--- config.mk ---
export PLATFORM = sky130hd
export DESIGN_NAME = lusld_core
export DESIGN_NICKNAME = d
export VERILOG_FILES = /design/src/rtl/lusld_pkg.sv /design/src/rtl/lusld_dec_if.sv /design/src/rtl/lusld_core.sv /design/src/rtl/lusld_shifter.sv /design/src/rtl/lusld_decode.sv
export SDC_FILE = /design/constraint.sdc
export NUM_CORES = 1
export LEC_CHECK = 0
export CORE_MARGIN = 4
export CORE_UTILIZATION = 40
export DETAILED_ROUTE_END_ITERATION = 12
export DONT_BUFFER_PORTS = 1
export PLACE_DENSITY_LB_ADDON = 0.3
export SKIP_CTS_REPAIR_TIMING = 1
export SLEW_MARGIN = 20
export SYNTH_ARGS = -nofsm -noshare
export SYNTH_HDL_FRONTEND = slang
export SYNTH_SLANG_ARGS = --single-unit
--- constraint.sdc ---
create_clock -name ref_clk -period 6.6 [get_ports ref_clk]
set_input_delay 0.66 -clock ref_clk [delete_from_list [all_inputs] [get_ports ref_clk]]
set_output_delay 0.66 -clock ref_clk [all_outputs]
set_load 0.05 [all_outputs]
--- src/rtl/lusld_pkg.sv ---
// Constants and types of the load and shift block
package lusld_pkg;
    // Datapath widths
    localparam int unsigned XLEN      = 32;
    localparam int unsigned RIDX      = 4;
    // Data reset value
    localparam logic [31:0] RST_WORD  = 32'h0000_0000;
    // Word-aligns the literal base
    localparam logic [31:0] ALIGN_MSK = 32'hffff_fffc;
    localparam logic [3:0]  REG_PC    = 4'hf;
    // Larger counts act alike
    localparam logic [7:0]  SHAMT_CAP = 8'h21;
    // 16-bit encodings
    localparam logic [6:0]  SH_LD_REG16 = 7'h2f;   // bits 15:9
    localparam logic [4:0]  SH_IMM16    = 5'h00;   // bits 15:11
    localparam logic [9:0]  SH_REG16    = 10'h102; // bits 15:6
    // 32-bit encodings, both halfwords
    localparam logic [11:0] SHALF_HW1   = 12'hf93; // bits 15:4
    localparam logic [11:0] WUNPRIV_HW1 = 12'hf85; // bits 15:4
    localparam logic [3:0]  UNPRIV_HW2  = 4'he;    // hw2 bits 11:8
    localparam logic [7:0]  SLIT_HI     = 8'hf9;   // bits 15:8
    localparam logic [6:0]  SLIT_LO     = 7'h3f;   // bits 6:0
    localparam logic [7:0]  WLIT_HI     = 8'hf8;
    localparam logic [6:0]  WLIT_LO     = 7'h5f;
    localparam logic [10:0] MOVI_HW1    = 11'h752; // bits 15:5
    localparam logic [8:0]  MOVR_HW1    = 9'h1f4;  // bits 15:7
    localparam logic [1:0]  SRT_LSL     = 2'h0;
    localparam logic [3:0]  MOVR_HW2HI  = 4'hf;
    localparam logic [3:0]  MOVR_HW2MID = 4'h0;
    // Decoded class
    typedef enum logic [1:0] {K_FOREIGN, K_UNDEF, K_LOAD, K_SHIFT}
        lusld_kind_e;
    // Sequencer states
    typedef enum logic [1:0] {ST_IDLE, ST_DECODE, ST_EXEC, ST_MEM}
        lusld_state_e;
endpackage

--- src/rtl/lusld_dec_if.sv ---
// Decode results, decoder to sequencer
`timescale 1ns/100ps
interface lusld_dec_if;
    import lusld_pkg::*;
    lusld_kind_e kind;        // Class
    logic        load_word;   // Word, else half
    logic        unpriv;      // User access
    logic        literal;     // Base is pc
    logic        add;         // Add, else subtract
    logic        index;       // Use offset address
    logic        wback;       // Base writeback
    logic        set_flags;   // Update flags
    logic        use_imm;     // Immediate offset
    logic        reg_amount;  // Count from port b
    logic [3:0]  dest;        // Destination
    logic [3:0]  ra;          // Base or source
    logic [3:0]  rb;          // Index or count
    logic [4:0]  amount;      // Shift count
    logic [11:0] imm;         // Byte offset
    modport dec  (output kind, load_word, unpriv, literal, add, index,
                  wback, set_flags, use_imm, reg_amount, dest, ra, rb,
                  amount, imm);
    modport core (input kind, load_word, unpriv, literal, add, index,
                  wback, set_flags, use_imm, reg_amount, dest, ra, rb,
                  amount, imm);
endinterface

--- src/rtl/lusld_core.sv ---
// Decode and execute of loads and left shifts
// Summary of operation
// - Index register shifted, carry flag as input
// - Offset address is base plus or minus offset
// - Index set uses offset address, else base
// - Writeback puts offset address into base
// - Halfword loads sign-extend two bytes to 32
// - Unprivileged loads access with user permissions
// - Unprivileged address base plus byte, no writeback
// - Unprivileged half load fetches two bytes, extends
// - All-ones base on half form means literal
// - All-ones base on word form means literal
// - Wide forms undefined without main extension
// - Immediate shift fills low bits with zeros
// - Narrow count field 1..31, zero not shift
// - Wide count joins 3-bit and 2-bit fields
// - Register count uses low byte, zero fill
// - Flag-setting forms update N, Z, C
`timescale 1ns/100ps
module lusld_core
    import lusld_pkg::*;
(
    // Clock and reset
    input  wire logic        ref_clk,
    input  wire logic        rst,
    // Instruction issue
    input  wire logic        instr_valid,
    input  wire logic [31:0] instr_word,
    input  wire logic        instr_is_32,
    input  wire logic [31:0] instr_pc,
    input  wire logic        cond_pass,
    input  wire logic        in_it_block,
    input  wire logic        main_extension_present,
    output logic             instr_ready,
    // Register file reads
    output logic [3:0]       rf_addr_a,
    output logic [3:0]       rf_addr_b,
    input  wire logic [31:0] rf_data_a,
    input  wire logic [31:0] rf_data_b,
    input  wire logic        carry_flag,
    // Register file writes
    output logic             rd_we,
    output logic [3:0]       rd_addr,
    output logic [31:0]      rd_data,
    output logic             wb_we,
    output logic [3:0]       wb_addr,
    output logic [31:0]      wb_data,
    // Condition flags
    output logic             flag_we,
    output logic             flag_n,
    output logic             flag_z,
    output logic             flag_c,
    // Memory port
    output logic             mem_req,
    output logic [31:0]      mem_addr,
    output logic             mem_word,
    output logic             mem_unpriv,
    input  wire logic        mem_ack,
    input  wire logic [31:0] mem_rdata,
    // Completion
    output logic             done,
    output logic             undef,
    output logic             foreign
);
    lusld_dec_if  dif ();            // Decoder results
    lusld_state_e st_reg;            // Sequencer state
    lusld_state_e st_next;
    logic [31:0]  ins_reg;           // Captured instruction
    logic [31:0]  ins_next;
    logic         is32_reg;          // Captured width
    logic         is32_next;
    logic [31:0]  pc_reg;            // Captured pc value
    logic [31:0]  pc_next;
    logic         cond_reg;          // Captured condition result
    logic         cond_next;
    logic         it_reg;            // Captured IT state
    logic         it_next;
    logic         mext_reg;          // Captured extension strap
    logic         mext_next;
    logic [31:0]  off_addr_reg;      // Kept for writeback
    logic [31:0]  off_addr_next;
    logic [31:0]  sh_in;             // Shifter operand
    logic [7:0]   sh_amt;            // Shifter count
    logic [31:0]  sh_out;            // Shifter result
    logic         sh_c;              // Shifter carry out
    logic [31:0]  base;              // Base address
    logic [31:0]  offset;            // Byte offset
    logic [31:0]  off_addr;          // Base with offset applied
    // Registered outputs and their next values
    logic        rdy_reg, rdy_next;
    logic [3:0]  ra_reg, ra_next, rb_reg, rb_next;
    logic        rdwe_reg, rdwe_next;
    logic [3:0]  rda_reg, rda_next, wba_reg, wba_next;
    logic [31:0] rdd_reg, rdd_next, wbd_reg, wbd_next;
    logic        wbwe_reg, wbwe_next;
    logic        fwe_reg, fwe_next;
    logic        fn_reg, fn_next, fz_reg, fz_next, fc_reg, fc_next;
    logic        mreq_reg, mreq_next;
    logic [31:0] madr_reg, madr_next;
    logic        mw_reg, mw_next, mu_reg, mu_next;
    logic        done_reg, done_next, und_reg, und_next;
    logic        frn_reg, frn_next;

    // Decodes the captured word
    lusld_decode u_dec (
        .instr       (ins_reg),
        .is_32       (is32_reg),
        .in_it_block (it_reg),
        .main_ext    (mext_reg),
        .d           (dif)
    );

    // Shared shifter
    lusld_shifter u_sh (
        .value     (sh_in),
        .amount    (sh_amt),
        .carry_in  (carry_flag),
        .result    (sh_out),
        .carry_out (sh_c)
    );

    // Address arithmetic for execute
    always_comb begin
        // Loads shift the index, shifts the source
        sh_in  = (dif.kind == K_LOAD) ? rf_data_b : rf_data_a;
        sh_amt = dif.reg_amount ? rf_data_b[7:0]
                                : {3'h0, dif.amount};
        base   = dif.literal ? (pc_reg & ALIGN_MSK) : rf_data_a;
        offset = dif.use_imm ? {20'h00000, dif.imm} : sh_out;
        off_addr = dif.add ? (base + offset) : (base - offset);
    end

    // Sequencer and output next values
    always_comb begin
        st_next = st_reg;
        ins_next = ins_reg;
        is32_next = is32_reg;
        pc_next = pc_reg;
        cond_next = cond_reg;
        it_next = it_reg;
        mext_next = mext_reg;
        off_addr_next = off_addr_reg;
        rdy_next = rdy_reg;
        ra_next = ra_reg;
        rb_next = rb_reg;
        rdwe_next = 1'b0;
        rda_next = rda_reg;
        rdd_next = rdd_reg;
        wbwe_next = 1'b0;
        wba_next = wba_reg;
        wbd_next = wbd_reg;
        fwe_next = 1'b0;
        fn_next = fn_reg;
        fz_next = fz_reg;
        fc_next = fc_reg;
        mreq_next = mreq_reg;
        madr_next = madr_reg;
        mw_next = mw_reg;
        mu_next = mu_reg;
        done_next = 1'b0;
        und_next = 1'b0;
        frn_next = 1'b0;
        unique case (st_reg)
            ST_IDLE: begin
                // Capture the instruction
                if (instr_valid) begin
                    ins_next  = instr_word;
                    is32_next = instr_is_32;
                    pc_next   = instr_pc;
                    cond_next = cond_pass;
                    it_next   = in_it_block;
                    mext_next = main_extension_present;
                    rdy_next  = 1'b0;
                    st_next   = ST_DECODE;
                end
            end
            ST_DECODE: begin
                // Data returns next cycle
                ra_next = dif.ra;
                rb_next = dif.rb;
                st_next = ST_EXEC;
            end
            ST_EXEC: begin
                st_next = ST_IDLE;
                rdy_next = 1'b1;
                if (dif.kind == K_FOREIGN) begin
                    frn_next = 1'b1;
                end else if (dif.kind == K_UNDEF) begin
                    und_next = 1'b1;
                end else if (!cond_reg) begin
                    // Skipped: no write, access or flag change
                    done_next = 1'b1;
                end else if (dif.kind == K_SHIFT) begin
                    rdwe_next = 1'b1;
                    rda_next  = dif.dest;
                    rdd_next  = sh_out;
                    fwe_next  = dif.set_flags;
                    fn_next   = sh_out[31];
                    fz_next   = (sh_out == RST_WORD);
                    fc_next   = sh_c;
                    done_next = 1'b1;
                end else begin
                    // Hold the access until acked
                    mreq_next = 1'b1;
                    madr_next = dif.index ? off_addr : base;
                    mw_next   = dif.load_word;
                    mu_next   = dif.unpriv;
                    off_addr_next = off_addr;
                    rdy_next  = 1'b0;
                    st_next   = ST_MEM;
                end
            end
            ST_MEM: begin
                if (mem_ack) begin
                    mreq_next = 1'b0;
                    rdwe_next = 1'b1;
                    rda_next  = dif.dest;
                    // Sign fill the low half
                    rdd_next  = mw_reg ? mem_rdata
                              : {{16{mem_rdata[15]}}, mem_rdata[15:0]};
                    wbwe_next = dif.wback;
                    wba_next  = ra_reg;
                    wbd_next  = off_addr_reg;
                    done_next = 1'b1;
                    rdy_next  = 1'b1;
                    st_next   = ST_IDLE;
                end
            end
        endcase
    end

    // State registers
    always_ff @(posedge ref_clk or posedge rst) begin
        if (rst) begin
            // Idle and ready, everything else cleared
            st_reg <= ST_IDLE;
            rdy_reg <= 1'b1;
            {ins_reg, pc_reg, off_addr_reg} <= {3{RST_WORD}};
            {rdd_reg, wbd_reg, madr_reg} <= {3{RST_WORD}};
            {ra_reg, rb_reg, rda_reg, wba_reg} <= 16'h0000;
            {is32_reg, cond_reg, it_reg, mext_reg, rdwe_reg, wbwe_reg} <= 6'h00;
            {fwe_reg, fn_reg, fz_reg, fc_reg, mreq_reg, mw_reg, mu_reg} <= 7'h00;
            {done_reg, und_reg, frn_reg} <= 3'h0;
        end else begin
            st_reg <= st_next;
            ins_reg <= ins_next;
            is32_reg <= is32_next;
            pc_reg <= pc_next;
            cond_reg <= cond_next;
            it_reg <= it_next;
            mext_reg <= mext_next;
            off_addr_reg <= off_addr_next;
            rdy_reg <= rdy_next;
            ra_reg <= ra_next;
            rb_reg <= rb_next;
            rdwe_reg <= rdwe_next;
            rda_reg <= rda_next;
            rdd_reg <= rdd_next;
            wbwe_reg <= wbwe_next;
            wba_reg <= wba_next;
            wbd_reg <= wbd_next;
            fwe_reg <= fwe_next;
            fn_reg <= fn_next;
            fz_reg <= fz_next;
            fc_reg <= fc_next;
            mreq_reg <= mreq_next;
            madr_reg <= madr_next;
            mw_reg <= mw_next;
            mu_reg <= mu_next;
            done_reg <= done_next;
            und_reg <= und_next;
            frn_reg <= frn_next;
        end
    end

    // Outputs straight from flops
    assign instr_ready = rdy_reg;
    assign rf_addr_a   = ra_reg;
    assign rf_addr_b   = rb_reg;
    assign rd_we       = rdwe_reg;
    assign rd_addr     = rda_reg;
    assign rd_data     = rdd_reg;
    assign wb_we       = wbwe_reg;
    assign wb_addr     = wba_reg;
    assign wb_data     = wbd_reg;
    assign flag_we     = fwe_reg;
    assign flag_n      = fn_reg;
    assign flag_z      = fz_reg;
    assign flag_c      = fc_reg;
    assign mem_req     = mreq_reg;
    assign mem_addr    = madr_reg;
    assign mem_word    = mw_reg;
    assign mem_unpriv  = mu_reg;
    assign done        = done_reg;
    assign undef       = und_reg;
    assign foreign     = frn_reg;
endmodule // lusld_core

--- src/rtl/lusld_shifter.sv ---
// Left shifter for shifts and load index offsets
`timescale 1ns/100ps
module lusld_shifter
    import lusld_pkg::*;
(
    // Operand
    input  wire logic [31:0] value,
    input  wire logic [7:0]  amount,
    input  wire logic        carry_in,
    // Result
    output logic      [31:0] result,
    output logic             carry_out
);
    logic [7:0]  amt_cap;   // Clamped count
    logic [32:0] wide;      // Carry bit above the result

    // Zero fill, last bit out is carry
    always_comb begin
        amt_cap   = (amount > SHAMT_CAP) ? SHAMT_CAP : amount;
        wide      = {1'b0, value} << amt_cap;
        result    = wide[31:0];
        // A zero count leaves the carry as it was
        carry_out = (amount == 8'h00) ? carry_in : wide[32];
    end
endmodule // lusld_shifter

--- src/rtl/lusld_decode.sv ---
// Decoder for the load and shift group
`timescale 1ns/100ps
module lusld_decode
    import lusld_pkg::*;
(
    // Instruction
    input  wire logic [31:0] instr,
    input  wire logic        is_32,
    input  wire logic        in_it_block,
    input  wire logic        main_ext,
    // Results
    lusld_dec_if.dec         d
);
    logic [15:0] h1;   // First halfword of a 32-bit form
    logic [15:0] h2;   // Second halfword, or the 16-bit form

    // Pattern match, most specific first
    always_comb begin
        h1           = instr[31:16];
        h2           = instr[15:0];
        d.kind       = K_FOREIGN;
        d.load_word  = 1'b0;
        d.unpriv     = 1'b0;
        d.literal    = 1'b0;
        d.add        = 1'b1;
        d.index      = 1'b1;
        d.wback      = 1'b0;
        d.set_flags  = 1'b0;
        d.use_imm    = 1'b0;
        d.reg_amount = 1'b0;
        d.dest       = h2[15:12];
        d.ra         = h1[3:0];
        d.rb         = h2[3:0];
        d.amount     = 5'h00;
        d.imm        = 12'h000;
        if (!is_32) begin
            if (h2[15:9] == SH_LD_REG16) begin
                // Register offset load, no shift
                d.kind = K_LOAD;
                d.dest = {1'b0, h2[2:0]};
                d.ra   = {1'b0, h2[5:3]};
                d.rb   = {1'b0, h2[8:6]};
            end else if (h2[15:11] == SH_IMM16 && h2[10:6] != 5'h00) begin
                // Count 1..31, zero field is a plain move
                d.kind      = K_SHIFT;
                d.amount    = h2[10:6];
                d.dest      = {1'b0, h2[2:0]};
                d.ra        = {1'b0, h2[5:3]};
                d.set_flags = !in_it_block;
            end else if (h2[15:6] == SH_REG16) begin
                // Source register and destination share fields
                d.kind       = K_SHIFT;
                d.reg_amount = 1'b1;
                d.dest       = {1'b0, h2[2:0]};
                d.ra         = {1'b0, h2[2:0]};
                d.rb         = {1'b0, h2[5:3]};
                d.set_flags  = !in_it_block;
            end
        end else begin
            if ((h1[15:8] == SLIT_HI && h1[6:0] == SLIT_LO) ||
                (h1[15:8] == WLIT_HI && h1[6:0] == WLIT_LO)) begin
                // All-ones base means literal
                if (h2[15:12] != REG_PC) begin
                    d.kind      = K_LOAD;
                    d.literal   = 1'b1;
                    d.load_word = (h1[15:8] == WLIT_HI);
                    d.add       = h1[7];
                    d.use_imm   = 1'b1;
                    d.imm       = h2[11:0];
                end
            end else if (h1[15:4] == SHALF_HW1 &&
                         h2[11:6] == 6'h00 && h2[15:12] != REG_PC) begin
                d.kind   = K_LOAD;
                d.amount = {3'h0, h2[5:4]};
            end else if ((h1[15:4] == SHALF_HW1 ||
                          h1[15:4] == WUNPRIV_HW1) &&
                         h2[11:8] == UNPRIV_HW2) begin
                // Always added, never written back
                d.kind      = K_LOAD;
                d.unpriv    = 1'b1;
                d.load_word = (h1[15:4] == WUNPRIV_HW1);
                d.use_imm   = 1'b1;
                d.imm       = {4'h0, h2[7:0]};
            end else if (h1[15:5] == MOVI_HW1 && h1[3:0] == REG_PC &&
                         h2[15] == 1'b0 && h2[5:4] == SRT_LSL &&
                         {h2[14:12], h2[7:6]} != 5'h00) begin
                d.kind      = K_SHIFT;
                d.amount    = {h2[14:12], h2[7:6]};
                d.dest      = h2[11:8];
                d.ra        = h2[3:0];
                d.set_flags = h1[4];
            end else if (h1[15:7] == MOVR_HW1 && h1[6:5] == SRT_LSL &&
                         h2[15:12] == MOVR_HW2HI &&
                         h2[7:4] == MOVR_HW2MID) begin
                d.kind       = K_SHIFT;
                d.reg_amount = 1'b1;
                d.dest       = h2[11:8];
                d.ra         = h1[3:0];
                d.rb         = h2[3:0];
                d.set_flags  = h1[4];
            end
            // Wide forms need the main extension
            if (!main_ext && d.kind != K_FOREIGN) begin
                d.kind = K_UNDEF;
            end
        end
    end
endmodule // lusld_decode

After elaboration in Yosys (flattened, before gate mapping)
Index checks and enable logic that the tools add are counted.
{"block": "classes", "n_lt_le_gt_ge": 1, "n_mux": 138, "n_eq_ne": 27, "add_sub_neg": 2, "bitwise_logic": 4, "n_reduce_logical": 40, "shift": 1}
{"operator": "two-way mux 32 bit", "n": 10}
{"operator": "two-way mux 4 bit", "n": 26}
{"operator": "case mux 32 bit (2 select lines)", "n": 1}
{"operator": "two-way mux 1 bit", "n": 63}
{"operator": "two-way mux 12 bit", "n": 4}
{"operator": "two-way mux 2 bit", "n": 18}
{"operator": "two-way mux 5 bit", "n": 7}
{"operator": "left shift 32 x 8 -> 33 bit", "n": 1}
{"operator": "adder 32 bit", "n": 1}
{"operator": "zero test 32 bit", "n": 1}
{"operator": "subtractor 32 bit", "n": 1}
{"operator": "== test 12 bit, second input constant", "n": 2}
{"operator": "two-way mux 8 bit", "n": 3}
{"operator": "== test 8 bit, second input constant", "n": 2}
{"operator": "== test 7 x 6 -> 1 bit, second input constant", "n": 2}
{"operator": "logical AND 1 bit", "n": 14}
{"operator": "!= test 2 bit, second input constant", "n": 7}
{"operator": "== test 4 bit, second input constant", "n": 3}
{"operator": "AND reduction 6 bit", "n": 2}
{"operator": "== test 11 bit, second input constant", "n": 1}
{"operator": "== test 10 x 9 -> 1 bit, second input constant", "n": 1}
{"operator": "AND reduction 5 bit", "n": 2}
{"operator": "nonzero test 5 bit", "n": 2}
{"operator": "== test 9 bit, second input constant", "n": 1}
{"operator": "21 further kinds", "n": 38}
{"block": "totals", "register_bits": 194, "in_bits": 169, "wordCells": 239, "out_inout_bits": 125}

Longest topological paths before layout
{"block": "depth", "depth_word": 22, "mapped_depth": 31, "depth_no_buf": 29}

Hierarchy
From an unflattened synthesis, not the netlist that was laid out.
{"block": "unflattened", "hier_cells": 1731, "area_unflattened_um2": 15997.8}
{"module": "lusld_core", "cells_each": 1238, "n_inst": 1, "area_per_inst_um2": 12599.6, "seq_area_each_um2": 5631.7}
{"module": "lusld_shifter", "cells_each": 340, "n_inst": 1, "area_per_inst_um2": 2418.6, "seq_area_each_um2": 0.0}
{"module": "lusld_decode", "cells_each": 153, "n_inst": 1, "area_per_inst_um2": 979.7, "seq_area_each_um2": 0.0}

Worst setup path before layout
OpenSTA, ideal clock, no wires.
{"block": "synth_timing", "path_type": "register to register", "from": "register ins_reg[6]", "to": "register madr_reg[28] (netlist: mem_addr[28])", "path_slack_ps": -236, "synth_period_minus_slack_ps": 6836, "setup_ps": 133, "arrival_ps": 6702, "path_stages_with_launch": 30, "t_required_ps": 6467, "n_path_buf": 3, "path_cell_list": "dfrtp_1 > buf_2 > or4_1 > o211a_1 > o21a_1 > o311a_1 > o21bai_1 > buf_4 > mux2i_1 > o21ai_0 > o31a_1 > a22o_1 > or4_4 > nand2b_4 > o41ai_2 > buf_2 > o21ai_0 > ha_1 > a21o_1 > a21o_1 > a21oi_1 > nand2_1 > o211ai_1 > a31oi_1 > a41o_1 > or4_1 > a31o_2 > a21oi_1 > xor2_1 > o21ai_0"}
{"block": "synth_between", "elab_chain_cells": 18, "elab_cells_between_ends": 64, "cone_classes": "add/sub (2); order compare (1); eq/ne (4); shift (1); mux (40); bitwise (3); reduce/logical (13)"}
{"item": "from (decl)", "line": "lusld_core.sv:68", "source": "logic [31:0] ins_reg;"}
{"item": "from (signal assigned)", "line": "lusld_core.sv:238", "source": "{ins_reg, pc_reg, off_addr_reg} <= {3{RST_WORD}};"}
{"item": "from (signal assigned)", "line": "lusld_core.sv:246", "source": "ins_reg <= ins_next;"}
{"item": "parallel branches: the longest is 18 deep, another holds greater-than comparator 8 x 6 -> 1 bit"}
{"item": "to (signal assigned)", "line": "lusld_core.sv:239", "source": "{rdd_reg, wbd_reg, madr_reg} <= {3{RST_WORD}};"}
{"item": "to (signal assigned)", "line": "lusld_core.sv:267", "source": "madr_reg <= madr_next;"}
{"item": "to (decl)", "line": "lusld_core.sv:99", "source": "logic [31:0] madr_reg, madr_next;"}
Several ways; the timed one is not identified. The select of a mux whose other input is x is not followed.
A chain may end at the register's enable or synchronous reset.

Worst setup path in the final report
{"block": "layout_timing", "from": "register ins_reg[6]", "to": "register madr_reg[30] (netlist: mem_addr[30])"}
The elaborated chain is that of the path after synthesis.

==> impl_table.tex <==
\begin{tabular}{lr}
\hline
Metric & Value \\
\hline
\multicolumn{2}{l}{\textbf{Worst setup path}} \\
\quad Worst setup SP type & flip-flop \\
\quad Max stage delay cell, worst path & sky130\_fd\_sc\_hd\_\_or4\_4 \\
\quad Worst Setup End Kind & flip-flop \\
\quad Required time at the endpoint of the critical path & approximately 6900 ps \\
\quad Number of buffer and inverter instances along the worst setup path & 0 \\
\quad Path type of the worst setup path & flip-flop to flip-flop \\
\quad Critical path data arrival time & about 7200 ps \\
\quad R2r setup slk & -250 ps \\
\quad Most numerous cell on the critical path & sky130\_fd\_sc\_hd\_\_or4\_4 \\
\quad Largest stage delay, worst path & 560 ps \\
\quad Family with the most delay on the worst path & compound AO/OA/AOI/OAI gates \\
\quad Critical path peak fanout & 5 \\
\multicolumn{2}{l}{\textbf{Synthesis}} \\
\quad Netlist Area Pre-Place & $\sim$13000 um\^{}2 \\
\quad Number of flip-flops and latches in the synthesized netlist & 192 \\
\quad Number of warnings issued by yosys & 0 \\
\quad Primary FF master, synth & sky130\_fd\_sc\_hd\_\_dfrtp\_1 \\
\quad Sequential share of the synthesized area & 36.1\% \\
\quad Asr flop ratio synth & 100\% \\
\quad Syn avg cell area & a little under 9 um\^{}2 \\
\quad Library cells used by synthesis & 86 \\
\quad Cells after synthesis & approximately 1500 \\
\quad Synthesized netlist net count & between 1500 and 2000 \\
\quad Number of enable flip-flop cells after synthesis & 0 \\
\multicolumn{2}{l}{\textbf{Global routing}} \\
\quad Total routing usage reported by global routing & 25.3\% \\
\quad Aggregate global routing overflow & 0 \\
\quad Met3 usage in global routing & 7.43\% \\
\quad Pin count of the biggest net entering global routing & 120 \\
\quad Vias in the first global route & about 12000 \\
\quad Global-route wire length before repair & 71.0 mm \\
\quad Met2 usage in global routing & roughly 37\% \\
\quad Antenna violations before repair & 3 \\
\quad Most used routing layer in global routing & met2 \\
\quad Global Route met1 Usage & 36.2\% \\
\multicolumn{2}{l}{\textbf{Routing}} \\
\quad Number of vias after detailed routing & 12200 \\
\quad Mean routed wirelength per cell & around 22 um \\
\quad DRC viols & 0 \\
\quad Via density per instance & between 5 and 6 \\
\quad Count of nets left with antenna violations after detail routing & 0 \\
\quad WL final & about 48 mm \\
\quad Initial DRT Pass Iterations & 6 \\
\quad Initial DRC Count & around 1100 \\
\multicolumn{2}{l}{\textbf{Cells and area}} \\
\quad Reg area & 4810 um\^{}2 \\
\quad Leading cell type in the layout, fill and taps excluded & sky130\_fd\_sc\_hd\_\_buf\_4 \\
\quad Post-route core utilization & about half \\
\quad Multi-input logic area & around 8400 um\^{}2 \\
\quad Layout cell share with drive strength beyond 1 & between 20 and 30\% \\
\quad Commonest cells after routing, fill and taps aside & sky130\_fd\_sc\_hd\_\_buf\_4 (255), sky130\_fd\_sc\_hd\_\_nand2\_1 (254), sky130\_fd\_sc\_hd\_\_dfrtp\_1 (190), sky130\_fd\_sc\_hd\_\_mux2i\_1 (124), sky130\_fd\_sc\_hd\_\_mux2\_2 (107) \\
\quad Layout overhead on the synthesized area & 23.3\% \\
\quad Number of inserted filler cells in the final layout & roughly 3200 \\
\quad Final net count & about 1900 \\
\multicolumn{2}{l}{\textbf{STA}} \\
\quad Min setup slack post-route & -249 ps \\
\quad Worst clock skew & 15.7 ps \\
\quad Worst rel slew slack & around a quarter \\
\quad Final clock period utilization by the worst path & 104\% \\
\quad Final setup viols & 6 \\
\quad Achievable clock frequency & roughly 150 MHz \\
\quad Hold WS & 226 ps \\
\quad Slew at the pin with the worst max-slew slack & between 1000 and 1500 ps \\
\quad Unrepaired setup endpoints after global routing & yes \\
\quad Final Hold Viols & 0 \\
\quad Max-slew violation count & 0 \\
\quad Final total negative setup slack & -658 ps \\
\quad Post-layout minimum cycle time & just under 7000 ps \\
\multicolumn{2}{l}{\textbf{Clock tree}} \\
\quad Reg clk slew, reported paths & approximately 80 ps \\
\quad \# clock sinks & roughly 190 \\
\quad Clock tree from TritonCTS & built \\
\quad Longest Clk Path Bufs & 2 \\
\quad Root cell of the clock tree & sky130\_fd\_sc\_hd\_\_clkbuf\_16 \\
\quad H-tree levels & 4 \\
\quad CTS Buf Count & 17 \\
\quad Insertion delay to the later sink of the worst-skew pair & roughly 460 ps \\
\multicolumn{2}{l}{\textbf{Die}} \\
\quad Floorplan die area & 36300 um\^{}2 \\
\quad Placeable core region & about 33000 um\^{}2 \\
\quad Standard-cell row count & 66 \\
\quad Vertical die dimension & 191 um \\
\quad Number of I/O pins & 294 \\
\quad Starting density of the core & 40.7\% \\
\quad Chip Width & $\sim$190 um \\
\multicolumn{2}{l}{\textbf{Power and ir drop}} \\
\quad Reported leakage power & between 7 and 8 nW \\
\quad Pwr per Cell Area & about 430 nW/um\^{}2 \\
\quad Maximum ir drop on the vdd rail & around 0.00021 V \\
\multicolumn{2}{l}{\textbf{Job}} \\
\quad Maximum Capacitance Violations & 0 \\
\multicolumn{2}{l}{\textbf{Outcome}} \\
\quad Run status & complete, but fails checks \\
\quad Violations in the final reports & negative setup slack \\
\multicolumn{2}{l}{\textbf{Place}} \\
\quad Final Wtd Congestion & between 0.9 and 1 \\
\quad HPWL reported at the end of detailed placement & about 38 mm \\
\quad Count of input and output buffers & 0 \\
\multicolumn{2}{l}{\textbf{Min path}} \\
\quad Class of the tightest hold or removal check & primary input to asynchronous set/reset pin \\
\hline
\end{tabular}
-- cell families (layout without fill, tap and decap cells) --
kind of cell             Yosys count  in the layout  share of synthesized area, %
buffers and inverters            125            320                          3.80
AO/OA/AOI/OAI                    403            403                          19.6
AND/OR/NAND/NOR                  481            481                          16.5
other                              1              5                        0.0281
multiplexers                     233            233                          18.5
XOR/XNOR                          37             37                          2.43
flip-flops                       192            192                          36.1
adder cells (fa/ha/maj)           31             31                          2.97
-- synth_stat cells, types with 8 or more instances --
library cell	n	area (um^2)
sky130_fd_sc_hd__nand2_1	258	968
sky130_fd_sc_hd__dfrtp_1	191	4780
sky130_fd_sc_hd__mux2i_1	125	1250
sky130_fd_sc_hd__o21ai_0	111	556
sky130_fd_sc_hd__mux2_2	107	1200
sky130_fd_sc_hd__a21oi_1	87	435
sky130_fd_sc_hd__nor2_1	81	304
sky130_fd_sc_hd__clkbuf_1	67	251
sky130_fd_sc_hd__a211oi_1	39	293
sky130_fd_sc_hd__ha_1	30	375
sky130_fd_sc_hd__inv_1	27	101
sky130_fd_sc_hd__nor3_1	24	120
sky130_fd_sc_hd__buf_2	20	100
sky130_fd_sc_hd__xnor2_1	19	166
sky130_fd_sc_hd__a21o_1	18	135
sky130_fd_sc_hd__xor2_1	18	158
sky130_fd_sc_hd__a22oi_1	16	120
sky130_fd_sc_hd__nand3_1	16	80.1
sky130_fd_sc_hd__o31ai_1	15	113
sky130_fd_sc_hd__and2_1	14	87.6
sky130_fd_sc_hd__a31oi_1	12	75.1
sky130_fd_sc_hd__nand4_1	12	75.1
sky130_fd_sc_hd__o21a_1	11	82.6
sky130_fd_sc_hd__o22ai_1	11	68.8
sky130_fd_sc_hd__nand2b_1	9	56.3
sky130_fd_sc_hd__nor2b_1	9	56.3
sky130_fd_sc_hd__nor4_1	9	56.3
sky130_fd_sc_hd__and3_1	8	50.1
-- metrics by stage --
| stage | cells | total power, W | setup WS (ps) | area (um^2) |
|---|---|---|---|---|
| floorplan | 1503 | 0.00474 | -145 | 13400 |
| global placement | 2084 | 0.00586 | -414 | 15300 |
| detailed placement | 2084 | 0.00593 | -493 | 15300 |
| global route | 2143 | 0.00754 | -572 | 16400 |
| CTS | 2116 | 0.00699 | -553 | 15900 |
| finish | 2144 | 0.00712 | -249 | 16400 |
-- path summary, 6_finish.rpt --
kind / start / end / cells past startpoint
min: rst / wb_addr[1] / 1
min reg2reg: pc_reg[5] / pc_reg[5] / 1
min in group ref_clk: instr_word[10] / ins_reg[10] / 2
max: ins_reg[6] / mem_addr[30] / 29
max in group asynchronous: rst / done / 2
max reg2reg: ins_reg[6] / mem_addr[30] / 29
-- final cells by class --
type,instances,area share (%)
diodes,4,0.0609
inverters,27,0.663
repair buffers,261,12.1
clock buffers,18,2.61
well taps,442,3.37
clock inverters,14,0.891
multi-input cells,1186,51.0
flip-flops and latches,192,29.3
-- layer usage --
metal  wire, um  vias to the layer above
li1           -                     5829
met4       1190                        0
met1      21400                     5861
met5          0                        -
met3       4200                       64
met2      20800                      475
-- power by group --
part	internal (W)	total [W]	leakage, nW	switching, W
clock	0.000535	0.00105	0.287	0.000514
sequential	0.00166	0.00317	2.19	0.00150
combinational	0.00141	0.00291	4.90	0.00149
Note: power is estimated with default switching activity, not from simulation.
